===== config.mk =====
export PLATFORM = sky130hd
export DESIGN_NAME = fifo_ecc_rst_ctrl
export DESIGN_NICKNAME = d
export VERILOG_FILES = /design/src/include/fifo_ecc_pkg.sv /design/src/rtl/fifo_ecc_rst_ctrl.sv /design/src/rtl/fifo_mem_bank.sv /design/src/rtl/fifo_ecc_decode.sv
export SDC_FILE = /design/constraint.sdc
export NUM_CORES = 2
export LEC_CHECK = 0
export ABC_AREA = 1
export BUFFER_PORTS_ARGS = -buffer_cell sky130_fd_sc_hd__buf_2
export CAP_MARGIN = 40
export CELL_PAD_IN_SITES_DETAIL_PLACEMENT = 0
export CELL_PAD_IN_SITES_GLOBAL_PLACEMENT = 2
export CORE_AREA = 2 2 309 311
export CTS_CLUSTER_SIZE = 30
export DETAILED_ROUTE_END_ITERATION = 12
export DIE_AREA = 0 0 311 313
export PLACE_DENSITY_LB_ADDON = 0.05
export SLEW_MARGIN = 20
export SYNTH_ARGS = -nofsm -noshare
export SYNTH_HDL_FRONTEND = slang
export SYNTH_SLANG_ARGS = --single-unit

===== constraint.sdc =====
create_clock -name clk_sys_i -period 9.1 [get_ports clk_sys_i]
set_input_delay 0.455 -clock clk_sys_i [delete_from_list [all_inputs] [get_ports clk_sys_i]]
set_output_delay 0.455 -clock clk_sys_i [all_outputs]
set_load 0.05 [all_outputs]

===== src/include/fifo_ecc_pkg.sv =====
// Shared constants and the check-bit encoder for the ECC buffer
package fifo_ecc_pkg;

	// Check bits are formed over a 64-bit data word
	localparam int ECC_DATA_W = 64;
	localparam int ECC_CODE_W = 72;
	localparam int ECC_SYN_W = 7;

	// Code positions flipped by error injection
	localparam int INJ_POS_A = 3;
	localparam int INJ_POS_B = 5;

	// Register bus
	localparam int APB_AW = 8;
	localparam int APB_DW = 32;
	localparam logic [7:0] ADDR_CTRL = 8'h00;
	localparam logic [7:0] ADDR_THRESH = 8'h04;
	localparam logic [7:0] ADDR_STATUS = 8'h08;
	localparam logic [7:0] ADDR_ERRCNT = 8'h0c;

	// Control fields
	localparam int CTRL_FULL_RST_BIT = 0;
	localparam logic CTRL_FULL_RST_RST = 1'b0;
	localparam int THR_FULL_LSB = 0;
	localparam int THR_EMPTY_LSB = 16;

	// Status fields
	localparam int STAT_EMPTY = 0;
	localparam int STAT_FULL = 1;
	localparam int STAT_ALMOST_EMPTY = 2;
	localparam int STAT_ALMOST_FULL = 3;
	localparam int STAT_IN_RESET = 4;
	localparam int STAT_SBE = 5;
	localparam int STAT_DBE = 6;
	localparam int STAT_OVERFLOW = 7;
	localparam int STAT_UNDERFLOW = 8;
	localparam int STAT_COUNT_LSB = 16;

	// Error counter fields
	localparam int ERRCNT_W = 16;
	localparam int ERRCNT_SBE_LSB = 0;
	localparam int ERRCNT_DBE_LSB = 16;

	// Cycles spent leaving reset after its release
	localparam logic [1:0] RST_SYNC_CYCLES = 2'h3;

	// Hamming code with overall parity in position 0
	function automatic logic [ECC_CODE_W-1:0] ecc_encode(
		input logic [ECC_DATA_W-1:0] d
	);
		logic [ECC_CODE_W-1:0] c;
		int k;
		c = '0;
		k = 0;
		for (int i = 1; i < ECC_CODE_W; i++) begin
			if ((i & (i - 1)) != 0) begin
				c[i] = d[k];
				k++;
			end
		end
		for (int p = 0; p < ECC_SYN_W; p++) begin
			for (int i = 1; i < ECC_CODE_W; i++) begin
				if (((i >> p) & 1) == 1) begin
					c[1 << p] = c[1 << p] ^ c[i];
				end
			end
		end
		c[0] = ^c;
		return c;
	endfunction : ecc_encode

endpackage : fifo_ecc_pkg


===== src/rtl/fifo_ecc_rst_ctrl.sv =====
// Buffer with check-bit protection, error injection and reset sequencing
//
// What this block does
// - Single and double error flags report no error, corrected, or detected.
// - A single-bit error is corrected on the output, memory left as is.
// - The double flag is the OR over all depth-cascaded memory banks; the single flag is their OR, held low while double is set.
// - Error flags need not match the word shown or any read.
// - Both error flags are driven combinationally, no output register.
// - Write-side error indications are not synchronised before the OR; one clock serves both sides.
// - Check bits span 64-bit words; padding errors may flag double.
// - Single injection on a write flips one bit; read raises single flag.
// - Double injection flips two bits; read raises double flag.
// - Both injections together give a double-bit error.
// - With checking on, reset leaves data output and error flags alone.
// - Reset clears pointers, occupancy count, pulse output registers and memories.
// - The reset input may be removed by configuration.
// - Reset puts the core into reset state at once, no clock needed.
// - Reset acts on its rising edge, detected by synchronising logic.
// - Core leaves reset three cycles after the reset input is released.
// - Underflow on read while empty, overflow on write while full.
// - Full-type flags forced to a chosen value in reset; power up 0.
// - In reset: output reset value, empty-types 1, valid and ack low.
// - Read count is 0 in reset; power-up matches reset otherwise.
// - Full-type flags fall three cycles after reset is released.
//
// Local design decisions: the APB register port and the placing of the registers.
`timescale 1ns/1ps
module fifo_ecc_rst_ctrl #(
	parameter int DATA_W = 16,
	parameter int BANKS = 2,
	parameter int BANK_DEPTH = 16,
	parameter bit ECC_EN = 1'b1,
	parameter bit RESET_EN = 1'b1,
	parameter logic [63:0] DOUT_RST_VAL = 64'h0,
	localparam int DEPTH = BANKS * BANK_DEPTH,
	localparam int CW = $clog2(DEPTH) + 1
) (
	input wire logic clk_sys_i,
	input wire logic rst_i,
	input wire logic fifo_rst_i,
	// Write side
	input wire logic wr_en_i,
	input wire logic [DATA_W-1:0] din_i,
	input wire logic inject_single_error_i,
	input wire logic inject_double_error_i,
	output logic full_o,
	output logic almost_full_o,
	output logic threshold_full_flag_o,
	output logic wr_ack_o,
	output logic overflow_o,
	// Read side
	input wire logic rd_en_i,
	output logic [DATA_W-1:0] dout_o,
	output logic valid_o,
	output logic underflow_o,
	output logic empty_o,
	output logic almost_empty_o,
	output logic threshold_empty_flag_o,
	output logic [CW-1:0] rd_count_o,
	output logic single_error_flag_o,
	output logic double_error_flag_o,
	// Register bus
	input wire logic psel_i,
	input wire logic penable_i,
	input wire logic pwrite_i,
	input wire logic [fifo_ecc_pkg::APB_AW-1:0] paddr_i,
	input wire logic [fifo_ecc_pkg::APB_DW-1:0] pwdata_i,
	output logic [fifo_ecc_pkg::APB_DW-1:0] prdata_o,
	output logic pready_o,
	output logic pslverr_o
);
	import fifo_ecc_pkg::*;

	localparam int BANK_AW = $clog2(BANK_DEPTH);
	localparam int BW = $clog2(BANKS);
	localparam int AW = BANK_AW + BW;
	localparam logic [CW-1:0] DEPTH_CNT = CW'(DEPTH);
	localparam logic [CW-1:0] ONE_CNT = CW'(1);
	localparam logic [CW-1:0] THR_FULL_RST = CW'(DEPTH / 2);
	localparam logic [CW-1:0] THR_EMPTY_RST = CW'(1);

	// Reset sequencing
	logic fifo_rst_prev_q;
	logic [1:0] sync_cnt_q;
	logic [1:0] sync_cnt_d;
	wire rst_req = RESET_EN && fifo_rst_i;
	wire rst_edge = rst_req && !fifo_rst_prev_q;
	wire sync_busy = (sync_cnt_q != 2'h0);
	wire in_reset = rst_req || sync_busy;
	wire core_clr = rst_i || in_reset;

	always_comb begin
		if (rst_edge) begin
			sync_cnt_d = RST_SYNC_CYCLES;
		end else if (rst_req || !sync_busy) begin
			sync_cnt_d = sync_cnt_q;
		end else begin
			sync_cnt_d = sync_cnt_q - 2'h1;
		end
	end

	always_ff @(posedge clk_sys_i) begin
		if (rst_i) begin
			fifo_rst_prev_q <= 1'b0;
			sync_cnt_q <= 2'h0;
		end else begin
			fifo_rst_prev_q <= rst_req;
			sync_cnt_q <= sync_cnt_d;
		end
	end

	// Configuration registers
	logic full_rst_val_q;
	logic [CW-1:0] thr_full_q;
	logic [CW-1:0] thr_empty_q;

	// Pointers and occupancy
	logic [AW-1:0] wr_ptr_q;
	logic [AW-1:0] rd_ptr_q;
	logic [CW-1:0] count_q;
	wire full_int = (count_q == DEPTH_CNT);
	wire empty_int = (count_q == '0);
	wire wr_ok = wr_en_i && !full_int && !in_reset;
	wire rd_ok = rd_en_i && !empty_int && !in_reset;

	always_ff @(posedge clk_sys_i) begin
		if (core_clr) begin
			wr_ptr_q <= '0;
			rd_ptr_q <= '0;
			count_q <= '0;
		end else begin
			if (wr_ok) begin
				wr_ptr_q <= wr_ptr_q + AW'(1);
			end
			if (rd_ok) begin
				rd_ptr_q <= rd_ptr_q + AW'(1);
			end
			if (wr_ok && !rd_ok) begin
				count_q <= count_q + ONE_CNT;
			end else if (rd_ok && !wr_ok) begin
				count_q <= count_q - ONE_CNT;
			end
		end
	end

	// Handshake and error pulses, one cycle after the request
	logic wr_ack_q;
	logic valid_q;
	logic overflow_q;
	logic underflow_q;

	always_ff @(posedge clk_sys_i) begin
		if (core_clr) begin
			wr_ack_q <= 1'b0;
			valid_q <= 1'b0;
			overflow_q <= 1'b0;
			underflow_q <= 1'b0;
		end else begin
			wr_ack_q <= wr_ok;
			valid_q <= rd_ok;
			overflow_q <= wr_en_i && full_int;
			underflow_q <= rd_en_i && empty_int;
		end
	end

	// Tracks which bank produced the word on the output
	logic [BW-1:0] rd_bank_q;
	logic shown_q;

	always_ff @(posedge clk_sys_i) begin
		if (rst_i) begin
			rd_bank_q <= '0;
			shown_q <= 1'b0;
		end else if (in_reset && !ECC_EN) begin
			shown_q <= 1'b0;
		end else if (rd_ok) begin
			rd_bank_q <= rd_ptr_q[AW-1 -: BW];
			shown_q <= 1'b1;
		end
	end

	// Injection mask; double wins over single
	logic [ECC_CODE_W-1:0] inj_mask;
	always_comb begin
		inj_mask = '0;
		if (ECC_EN && inject_double_error_i) begin
			inj_mask[INJ_POS_A] = 1'b1;
			inj_mask[INJ_POS_B] = 1'b1;
		end else if (ECC_EN && inject_single_error_i) begin
			inj_mask[INJ_POS_A] = 1'b1;
		end
	end

	// Padding bits above the user width are stored as zero
	wire [ECC_DATA_W-1:0] din_pad = ECC_DATA_W'(din_i);
	wire [ECC_CODE_W-1:0] wr_code = ecc_encode(din_pad) ^ inj_mask;

	logic [ECC_DATA_W-1:0] bank_data [BANKS];
	logic [BANKS-1:0] bank_sbe;
	logic [BANKS-1:0] bank_dbe;

	for (genvar b = 0; b < BANKS; b++) begin : g_bank
		wire wr_sel = (wr_ptr_q[AW-1 -: BW] == BW'(b));
		wire rd_sel = (rd_ptr_q[AW-1 -: BW] == BW'(b));
		logic [ECC_CODE_W-1:0] rd_code;

		fifo_mem_bank #(
			.WIDTH(ECC_CODE_W),
			.DEPTH(BANK_DEPTH),
			.AW(BANK_AW)
		) u_mem (
			.clk_sys_i(clk_sys_i),
			.clr_i(core_clr),
			.we_i(wr_ok && wr_sel),
			.waddr_i(wr_ptr_q[BANK_AW-1:0]),
			.wdata_i(wr_code),
			.re_i((rd_ok && rd_sel) || rst_i),
			.raddr_i(rd_ptr_q[BANK_AW-1:0]),
			.rdata_o(rd_code)
		);

		// Correction acts on the read path only
		fifo_ecc_decode u_dec (
			.code_i(rd_code),
			.data_o(bank_data[b]),
			.sbe_o(bank_sbe[b]),
			.dbe_o(bank_dbe[b])
		);
	end

	// Flags of idle banks stay visible, so they are not tied to a read
	wire flags_on = ECC_EN && shown_q;
	// One clock for both sides: write-side indications need no crossing
	wire sbe_any = flags_on && (|bank_sbe);
	wire dbe_any = flags_on && (|bank_dbe);

	assign single_error_flag_o = sbe_any && !dbe_any;
	assign double_error_flag_o = dbe_any;

	wire [DATA_W-1:0] rd_word = bank_data[rd_bank_q][DATA_W-1:0];
	wire [DATA_W-1:0] dout_rst = DOUT_RST_VAL[DATA_W-1:0];
	assign dout_o = shown_q ? rd_word : dout_rst;

	// Flag outputs other than overflow and underflow, forced at once while in reset
	wire almost_full_int = (count_q >= (DEPTH_CNT - ONE_CNT));
	wire thr_full_int = (count_q >= thr_full_q);
	wire almost_empty_int = (count_q <= ONE_CNT);
	wire thr_empty_int = (count_q <= thr_empty_q);

	assign full_o = in_reset ? full_rst_val_q : full_int;
	assign almost_full_o = in_reset ? full_rst_val_q : almost_full_int;
	assign threshold_full_flag_o = in_reset ? full_rst_val_q : thr_full_int;
	assign empty_o = in_reset || empty_int;
	assign almost_empty_o = in_reset || almost_empty_int;
	assign threshold_empty_flag_o = in_reset || thr_empty_int;
	assign rd_count_o = in_reset ? '0 : count_q;
	assign wr_ack_o = wr_ack_q && !in_reset;
	assign valid_o = valid_q && !in_reset;
	assign overflow_o = overflow_q;
	assign underflow_o = underflow_q;

	// Register bus decode
	wire apb_setup = psel_i && !penable_i;
	wire apb_access = psel_i && penable_i;
	wire hit_ctrl = (paddr_i == ADDR_CTRL);
	wire hit_thresh = (paddr_i == ADDR_THRESH);
	wire hit_status = (paddr_i == ADDR_STATUS);
	wire hit_errcnt = (paddr_i == ADDR_ERRCNT);
	wire hit_any = hit_ctrl || hit_thresh || hit_status || hit_errcnt;
	wire wr_ctrl = apb_access && pwrite_i && hit_ctrl;
	wire wr_thresh = apb_access && pwrite_i && hit_thresh;
	wire wr_status = apb_access && pwrite_i && hit_status;
	wire wr_errcnt = apb_access && pwrite_i && hit_errcnt;

	assign pready_o = 1'b1;
	assign pslverr_o = apb_access && !hit_any;

	always_ff @(posedge clk_sys_i) begin
		if (rst_i) begin
			full_rst_val_q <= CTRL_FULL_RST_RST;
			thr_full_q <= THR_FULL_RST;
			thr_empty_q <= THR_EMPTY_RST;
		end else begin
			if (wr_ctrl) begin
				full_rst_val_q <= pwdata_i[CTRL_FULL_RST_BIT];
			end
			if (wr_thresh) begin
				thr_full_q <= pwdata_i[THR_FULL_LSB +: CW];
				thr_empty_q <= pwdata_i[THR_EMPTY_LSB +: CW];
			end
		end
	end

	// Sticky overflow and underflow; write one clears, a new event wins
	logic ovf_sticky_q;
	logic udf_sticky_q;

	always_ff @(posedge clk_sys_i) begin
		if (rst_i) begin
			ovf_sticky_q <= 1'b0;
			udf_sticky_q <= 1'b0;
		end else begin
			if (overflow_q) begin
				ovf_sticky_q <= 1'b1;
			end else if (wr_status && pwdata_i[STAT_OVERFLOW]) begin
				ovf_sticky_q <= 1'b0;
			end
			if (underflow_q) begin
				udf_sticky_q <= 1'b1;
			end else if (wr_status && pwdata_i[STAT_UNDERFLOW]) begin
				udf_sticky_q <= 1'b0;
			end
		end
	end

	// Error counters advance on each valid word carrying a flag
	logic [ERRCNT_W-1:0] sbe_cnt_q;
	logic [ERRCNT_W-1:0] dbe_cnt_q;
	wire sbe_seen = valid_o && single_error_flag_o;
	wire dbe_seen = valid_o && double_error_flag_o;
	wire sbe_sat = &sbe_cnt_q;
	wire dbe_sat = &dbe_cnt_q;

	always_ff @(posedge clk_sys_i) begin
		if (rst_i) begin
			sbe_cnt_q <= '0;
			dbe_cnt_q <= '0;
		end else if (wr_errcnt) begin
			sbe_cnt_q <= '0;
			dbe_cnt_q <= '0;
		end else begin
			if (sbe_seen && !sbe_sat) begin
				sbe_cnt_q <= sbe_cnt_q + ERRCNT_W'(1);
			end
			if (dbe_seen && !dbe_sat) begin
				dbe_cnt_q <= dbe_cnt_q + ERRCNT_W'(1);
			end
		end
	end

	// Read words
	logic [APB_DW-1:0] ctrl_word;
	logic [APB_DW-1:0] thresh_word;
	logic [APB_DW-1:0] status_word;
	logic [APB_DW-1:0] errcnt_word;

	always_comb begin
		ctrl_word = '0;
		ctrl_word[CTRL_FULL_RST_BIT] = full_rst_val_q;
		thresh_word = '0;
		thresh_word[THR_FULL_LSB +: CW] = thr_full_q;
		thresh_word[THR_EMPTY_LSB +: CW] = thr_empty_q;
		status_word = '0;
		status_word[STAT_EMPTY] = empty_o;
		status_word[STAT_FULL] = full_o;
		status_word[STAT_ALMOST_EMPTY] = almost_empty_o;
		status_word[STAT_ALMOST_FULL] = almost_full_o;
		status_word[STAT_IN_RESET] = in_reset;
		status_word[STAT_SBE] = single_error_flag_o;
		status_word[STAT_DBE] = double_error_flag_o;
		status_word[STAT_OVERFLOW] = ovf_sticky_q;
		status_word[STAT_UNDERFLOW] = udf_sticky_q;
		status_word[STAT_COUNT_LSB +: CW] = rd_count_o;
		errcnt_word = '0;
		errcnt_word[ERRCNT_SBE_LSB +: ERRCNT_W] = sbe_cnt_q;
		errcnt_word[ERRCNT_DBE_LSB +: ERRCNT_W] = dbe_cnt_q;
	end

	wire [APB_DW-1:0] rd_mux = hit_ctrl ? ctrl_word :
		hit_thresh ? thresh_word :
		hit_status ? status_word :
		hit_errcnt ? errcnt_word : '0;

	// Read data captured in the setup cycle, shown in the access cycle
	always_ff @(posedge clk_sys_i) begin
		if (rst_i) begin
			prdata_o <= '0;
		end else if (apb_setup && !pwrite_i) begin
			prdata_o <= rd_mux;
		end
	end

endmodule : fifo_ecc_rst_ctrl


===== src/rtl/fifo_mem_bank.sv =====
// One memory bank with registered read data and bulk clear
`timescale 1ns/1ps
module fifo_mem_bank #(
	parameter int WIDTH = 72,
	parameter int DEPTH = 16,
	parameter int AW = 4
) (
	input wire logic clk_sys_i,
	input wire logic clr_i,
	input wire logic we_i,
	input wire logic [AW-1:0] waddr_i,
	input wire logic [WIDTH-1:0] wdata_i,
	input wire logic re_i,
	input wire logic [AW-1:0] raddr_i,
	output logic [WIDTH-1:0] rdata_o
);
	logic [WIDTH-1:0] mem_q [DEPTH];
	// A read during clear loads the cleared word, never a stale one
	wire [WIDTH-1:0] rd_word = clr_i ? '0 : mem_q[raddr_i];

	// Read register changes only on a read, so it holds across reset
	always_ff @(posedge clk_sys_i) begin
		if (re_i) begin
			rdata_o <= rd_word;
		end
	end

	always_ff @(posedge clk_sys_i) begin
		for (int i = 0; i < DEPTH; i++) begin
			if (clr_i) begin
				mem_q[i] <= '0;
			end else if (we_i && (waddr_i == AW'(i))) begin
				mem_q[i] <= wdata_i;
			end
		end
	end
endmodule : fifo_mem_bank


===== src/rtl/fifo_ecc_decode.sv =====
// Check-bit decoder: corrects one bit, detects two
`timescale 1ns/1ps
module fifo_ecc_decode (
	input wire logic [fifo_ecc_pkg::ECC_CODE_W-1:0] code_i,
	output logic [fifo_ecc_pkg::ECC_DATA_W-1:0] data_o,
	output logic sbe_o,
	output logic dbe_o
);
	import fifo_ecc_pkg::*;

	logic [ECC_SYN_W-1:0] syn;
	logic ovp;
	logic [ECC_CODE_W-1:0] fixed;
	int k;

	always_comb begin
		syn = '0;
		k = 0;
		for (int i = 1; i < ECC_CODE_W; i++) begin
			if (code_i[i]) begin
				syn = syn ^ ECC_SYN_W'(i);
			end
		end
		ovp = ^code_i;
		fixed = code_i;
		sbe_o = 1'b0;
		dbe_o = 1'b0;
		if (ovp && (int'(syn) < ECC_CODE_W)) begin
			fixed[syn] = ~code_i[syn];
			sbe_o = 1'b1;
		end else if (ovp || (syn != '0)) begin
			dbe_o = 1'b1;
		end
		data_o = '0;
		for (int i = 1; i < ECC_CODE_W; i++) begin
			if ((i & (i - 1)) != 0) begin
				data_o[k] = fixed[i];
				k++;
			end
		end
	end
endmodule : fifo_ecc_decode


Yosys cells after proc, flatten, opt, wreduce, memory -nomap -nowiden
Memories as Yosys holds them, arrays and structs flattened. A register that Yosys moved wholly into a read port is not among the register bits.
Cells that the tools add are included.
W data, S select, Z words.

operators by class
  $add $sub $neg = 7
  order comparisons = 11
  equal/unequal tests = 20
  mux-type cells = 313
  bitwise logic cells = 213
  reductions and logical operators = 112

operators with widths
  kind                     number
  $mux W22                 34
  $mux W6                  67
  $reduce_xor A72 Y1       3
  $mux W5                  32
  $bwmux W72               2
  $not A3 Y3               46
  $mux W32                 4
  $not A4 Y4               32
  $mux W1                  120
  $mux W7                  16
  $not A2 Y2               36
  $logic_and A1 B1 Y1      69
  $mux W16                 4
  $mux W4                  16
  $not A5 Y5               12
  $xor A1 B1 Y1            35
  $add A16 B1 Y16 const B  2
  $eq A4 B4 Y1 const B     8
  $or A1 B1 Y1             32
  $reduce_and A16 Y1       2
  $mux W3                  8
  $xor A22 B6 Y22          1
  $eq A4 B3 Y1 const B     4
  $eq A8 B4 Y1 const B     2
  32 further kinds         89

word-level totals
  bits in registers = 248
  memory bits (writable) = 704
  output and inout port bits = 68
  word-level logic and storage cells = 699
  memories = 2

memories
  name                   depth  width  rd ports  clocked after Yosys merged registers in  wr ports  line                 RTL
  g_bank[0].u_mem.mem_q  16     22     1         1                                        16        fifo_mem_bank.sv:17  logic [WIDTH-1:0] mem_q [DEPTH];
  g_bank[1].u_mem.mem_q  16     22     1         1                                        16        fifo_mem_bank.sv:17

Logic depth before layout (Yosys ltp)
  depth in word-level cells = 146
  mapped depth = 24
  gate-level depth less buffers = 22

By module
From an unflattened synthesis, not the netlist that was laid out.

unflattened totals
  cells, all modules = 14963
  area total of the unflattened synthesis = 127925.2 sq um

modules (own cells, without submodules)
  module                              times used  cells an instance  area each (sq um)
  fifo_mem_bank at g_bank[1].u_mem    1           6040               56447.9
  fifo_mem_bank at g_bank[0].u_mem    1           6040               56411.6
  fifo_ecc_rst_ctrl                   1           916                6072.1
  fifo_ecc_decode at g_bank[1].u_dec  1           1047               4849.7
  fifo_ecc_decode at g_bank[0].u_dec  1           920                4144.0

Least setup slack after synthesis
OpenSTA, ideal clock, no wires.

  kind = reg-to-reg
  start point = register count_q[0]
  end point = memory g_bank[0].u_mem.mem_q[10][0] (netlist bit), enable pin
  arrival time = 3.506 ns
  data required time = 8.668 ns
  setup slack = 5.162 ns
  cell stages (with the launch flop) = 11
  cells stage by stage = dfxtp_1 -> inv_1 -> ha_1 -> nand4_1 -> nand2_1 -> nor2_1 -> inv_1 -> nor2_1 -> inv_1 -> clkbuf_1 -> o21ai_0

RTL lines
  item                      line                      RTL
  start: declaration        fifo_ecc_rst_ctrl.sv:120  logic [CW-1:0] count_q;
  start signal: assignment  fifo_ecc_rst_ctrl.sv:139  count_q <= count_q + ONE_CNT;
  start signal: assignment  fifo_ecc_rst_ctrl.sv:141  count_q <= count_q - ONE_CNT;
  end: declaration          fifo_mem_bank.sv:17

Worst setup path after layout
  start point = register g_bank[0].u_mem.rdata_o[15], read port of g_bank[0].u_mem.mem_q
  end point = output dout_o[7]

between the ends
  word-level cells in the longest chain between the ends = 95

ends and longest elaborated chain
  item                                                                       line                      RTL
  start: declaration                                                         fifo_mem_bank.sv:15       output logic [WIDTH-1:0] rdata_o
  $mux W4                                                                    fifo_ecc_decode.sv:20     if (code_i[i]) begin
  $mux W5                                                                    fifo_ecc_decode.sv:20
  $not A2 Y2 (no line) / $mux W5 (equally long branches)                     n/a
  $mux W5 / $not A2 Y2 (equally long branches)                               n/a
  $mux W5                                                                    fifo_ecc_decode.sv:20
  $not A3 Y3 (no line) / $not A2 Y2 (equally long branches)                  n/a
  $mux W5                                                                    fifo_ecc_decode.sv:20
  $mux W5 / $not A3 Y3 (equally long branches)                               n/a
  [77 not listed]                                                            n/a
  $lt A7 B8 Y1 (implied by the code) / $ge A7 B1 Y1 (equally long branches)  fifo_ecc_decode.sv:29     fixed[syn] = ~code_i[syn];
  $logic_and A1 B1 Y1 (implied by the code)                                  fifo_ecc_decode.sv:29
  $mux W1 (implied by the code)                                              fifo_ecc_decode.sv:29
  $demux W1 S7                                                               n/a
  $bwmux W72                                                                 fifo_ecc_decode.sv:29
  $mux W22 *                                                                 fifo_ecc_decode.sv:28     if (ovp && (int'(syn) < ECC_CODE_W)) begin
  $mux W16 (implied by the code) * (3 in series)                             fifo_ecc_rst_ctrl.sv:240  wire [DATA_W-1:0] rd_word = bank_data[rd_bank_q][DATA_W-1:0];
  $mux W16 *                                                                 fifo_ecc_rst_ctrl.sv:242  assign dout_o = shown_q ? rd_word : dout_rst;
  end: declaration                                                           fifo_ecc_rst_ctrl.sv:53   output logic [DATA_W-1:0] dout_o,

Every way passes the cells marked *; elsewhere a longest branch is shown, timed or not. The select of a mux whose other input is x is not followed.

==> results.py <==
metrics = {
    "logic_synthesis": {
        "netlist_top_cells_area": "edfxtp_1 56%, nor2_1 11%, o21ai_0 5.3%",
        "synthSimpleGateAreaFrac_pct": 18.9,
        "ys_seq_elements": 852,
        "synth_top_cell_area_share_pct": 55.8,
        "syn_inst": 4251,
        "synth_fa_ha_area_share_pct": 0.746,
        "syn_area_sq_um": 40200,
        "synth_top_family_by_area": "simple AND/OR/NAND/NOR gates",
        "synth.cells.most_frequent": "1189 x nor2_1, 748 x edfxtp_1, 477 x nand2_1",
        "synthArstFlopShare_pct": 0,
        "synth_compound_area_share_pct": 11.7,
        "synth-edff-count": 748,
        "ys.flop_type": "edfxtp_1",
        "yosysMostFrequentCell": "nor2_1",
        "synth_xor_area_share_pct": 2.53,
        "yosysSeqAreaShare_pct": 61.0,
        "ys.warnings.count": 0,
        "postSynthAreaPerCell_sq_um": 9.46,
        "synth.distinct_cells": 44,
        "yosysTopAreaCell": "edfxtp_1",
        "synth_mux_area_share_pct": 0,
        "syn_nets": 4341,
    },
    "layout": {
        "layout-drive-gt1-share_pct": 10.1,
        "diodes": 0,
        "synthToLayoutAreaGrowth_pct": 13.5,
        "layout.nets": 4352,
    },
    "worst_setup_path": {
        "r2r_start": "rd_ptr_q[0]$_SDFFE_PN0P_",
        "cp-end-kind": "output pin",
        "crit_arrival_ns": 4.16,
        "critPathMaxFanout": 16,
        "r2r-end": "g_bank[1].u_mem.rdata_o[5]$_SDFFCE_PN0P_",
        "cp.required_ns": 8.65,
        "critPathLaunchType": "flip-flop",
        "r2r_slack_ns": 5.53,
        "r2r_cells": 6,
        "critical_path_class": "flip-flop to output pin",
        "critPathLaunch": "g_bank[0].u_mem.rdata_o[15]$_SDFFCE_PN0P_",
    },
    "worst_hold_path": {
        "holdPathEnd": "underflow_o$_SDFF_PN0_",
        "hp-start": "rd_en_i",
        "hold_depth": 3,
        "min_path_type": "input port to flip-flop",
    },
    "power_and_ir_drop": {
        "power_density_nw_per_um2": 200,
        "p_total_w": 0.00913,
        "cellLeakagePower_nw": 18.3,
        "ir_drop_v": 0.000155,
    },
    "sta": {
        "tns_ns": 0,
        "finalMaxSlewViolations": 0,
        "hold_violations": 0,
        "fin_crit_ns": 4.61,
        "post-route-period-util_pct": 50.7,
        "timing.fmax_mhz": 217,
        "fin_skew_ns": 0.0354,
        "rsz0062_at_grt": "false",
        "slew_headroom_pct": 40.8,
        "setup_viol": 0,
        "worst_pin_slew_ns": 0.888,
    },
    "routing": {
        "ant_nets": 0,
        "vias": 30500,
        "routedWlPerCell_microns": 22.9,
        "remaining_drc_errors": 0,
        "drtIter0Drc": 2487,
        "avgViaCountPerCell": 5.44,
        "wl_microns": 128000,
        "dr.pass1.iters": 6,
    },
    "global_routing": {
        "track_usage_pct": 26.1,
        "grt_max_degree": 152,
        "antenna_found_initial": 3,
        "grt_pass1_wl_microns": 190000,
        "grt_pass1_vias": 29200,
        "gr-total-overflow": 0,
    },
    "floorplan": {
        "initial_core_util_pct": 42.7,
        "dieArea_sq_um": 97300,
        "core_sq_um": 94200,
        "pin_count": 134,
        "rows": 113,
        "chipWidth_microns": 311,
        "die_y_microns": 313,
    },
    "clock_tree": {
        "htree_levels": 3,
        "cts_tree": "done",
        "cts_root_buf": "clkbuf_16",
        "post_cts_resized": 0,
        "path_clk_slew_ns": 0.06,
        "numCtsBuffers": 94,
        "cts.sinks": 852,
        "clock_path_buffers": 3,
        "clk_latency_ns": 0.67,
        "post_cts_buffers": 0,
    },
    "placed_design": {
        "portBuffers": 114,
        "routabilityCongestion": 0.809,
        "hpwl_microns": 76600,
    },
    "outcome": {
        "status": "completed",
    },
    "flow_run": {
        "maxCapViolCount": 0,
    },
}
==> placed cells by master (no fill, tap or decap), types with 9 or more instances in the layout <==
cell	instances
inv_1	189
a31oi_1	46
o21ai_4	12
nor3_1	18
o21ai_0	392
o221ai_1	78
buf_2	114
xnor2_1	48
clkinv_2	12
buf_4	96
clkbuf_1	28
o211ai_1	25
nand3_1	167
ha_1	24
nand4_1	22
o21ai_2	23
xor2_1	48
nor4_1	11
nand2_1	477
buf_16	15
nand3b_1	9
dfxtp_1	101
nor2_1	1187
edfxtp_1	748
o22ai_1	109
clkinv_1	28
clkbuf_16	97
a21oi_1	125
==> sequential cells by signal (all words and copies together) (netlist names), 6 cells and up <==
| register | cells |
|---|---|
| g_bank.u_mem.mem_q | 704 |
| thr_empty_q | 6 |
| g_bank.u_mem.rdata_o | 44 |
| count_q | 6 |
| sbe_cnt_q | 16 |
| dbe_cnt_q | 16 |
| thr_full_q | 6 |
| prdata_o | 32 |
==> logic make-up after synthesis <==
logic type	after synthesis
AOI/OAI and AO/OA	822
buffers and inverters	532
other	1
xor gates and xnor gates	110
DFF	852
adders and majority gates	24
and+or+nand+nor	1910
==> metrics by stage <==
step | area, sq um | worst slack [ns] | std cells | hold WS, ns | utilization [%]
after floorplan | 40200 | 5.16 | 4251 | 0.431 | -
after global placement | 42300 | 4.96 | 5403 | 0.451 | 44.9
after detailed placement | 42700 | 5.12 | 5424 | 0.453 | 45.4
after CTS | 45600 | 4.42 | 5590 | 0.00431 | 48.4
after global routing | 45600 | 4.06 | 5594 | 0.0394 | 48.5
final | 45600 | 4.49 | 5594 | 0.0510 | 48.5
==> worst max-delay path: stages (launching register included) <==
cell and delay [ns]:
edfxtp_1 0.60, inv_1 0.15, nand2_1 0.06, nand2_1 0.08, nand3_1 0.08, nand2_1 0.11
nand3_1 0.10, nand3_1 0.22, nand2_1 0.31, nor2_1 0.36, nand2_1 0.08, nand3_1 0.09
nand2_1 0.05, nand2_1 0.44, nand3_1 0.14, nand2_1 0.16, nand2_1 0.07, nor2_1 0.10
buf_2 0.28
==> layer usage <==
layer  track usage, %  vias up  part of all wire (%)
li1                 -    14600                     -
met1             36.7    14900                    45
met2             43.3      793                    48
met3             3.39      138                   5.6
met4             5.74        0                   1.6
met5                0        -                     0
==> area by class of cell <==
| type | count | area [sq um] |
|---|---|---|
| Clock inverter | 37 | 263 |
| Timing Repair Buffer | 239 | 1900 |
| Clock buffer | 126 | 2550 |
| Fill cell | 8962 | 48500 |
| Tap cell | 1265 | 1580 |
| Sequential cell | 852 | 24600 |
| Inverter | 208 | 797 |
| Multi-Input combinational cell | 2867 | 14000 |
==> power by group <==
group	total, W	switching [W]	internal [W]	leakage, nW
clock network	0.00357	0.00154	0.00203	1.37
registers	0.00450	0.0000597	0.00444	9.57
logic	0.00105	0.000786	0.000268	7.34
total	0.00913	0.00239	0.00674	18.3
==> worst max path at each step <==
stage | end
final | dout_o[7]
after CTS | dout_o[7]
after floorplan | g_bank[0].u_mem.mem_q[10][0]$_SDFFCE_PN0P_
after detailed placement | g_bank[0].u_mem.mem_q[13][13]$_SDFFCE_PN0P_
after global routing | dout_o[3]
after global placement | g_bank[0].u_mem.mem_q[5][8]$_SDFFCE_PN0P_
==> timing repair <==
item	CTS	global route
endpoints found under the hold margin	3	0
hold buffers	3	0
setup endpoints to repair	0	0
Note: power is estimated with default switching activity, not from simulation.
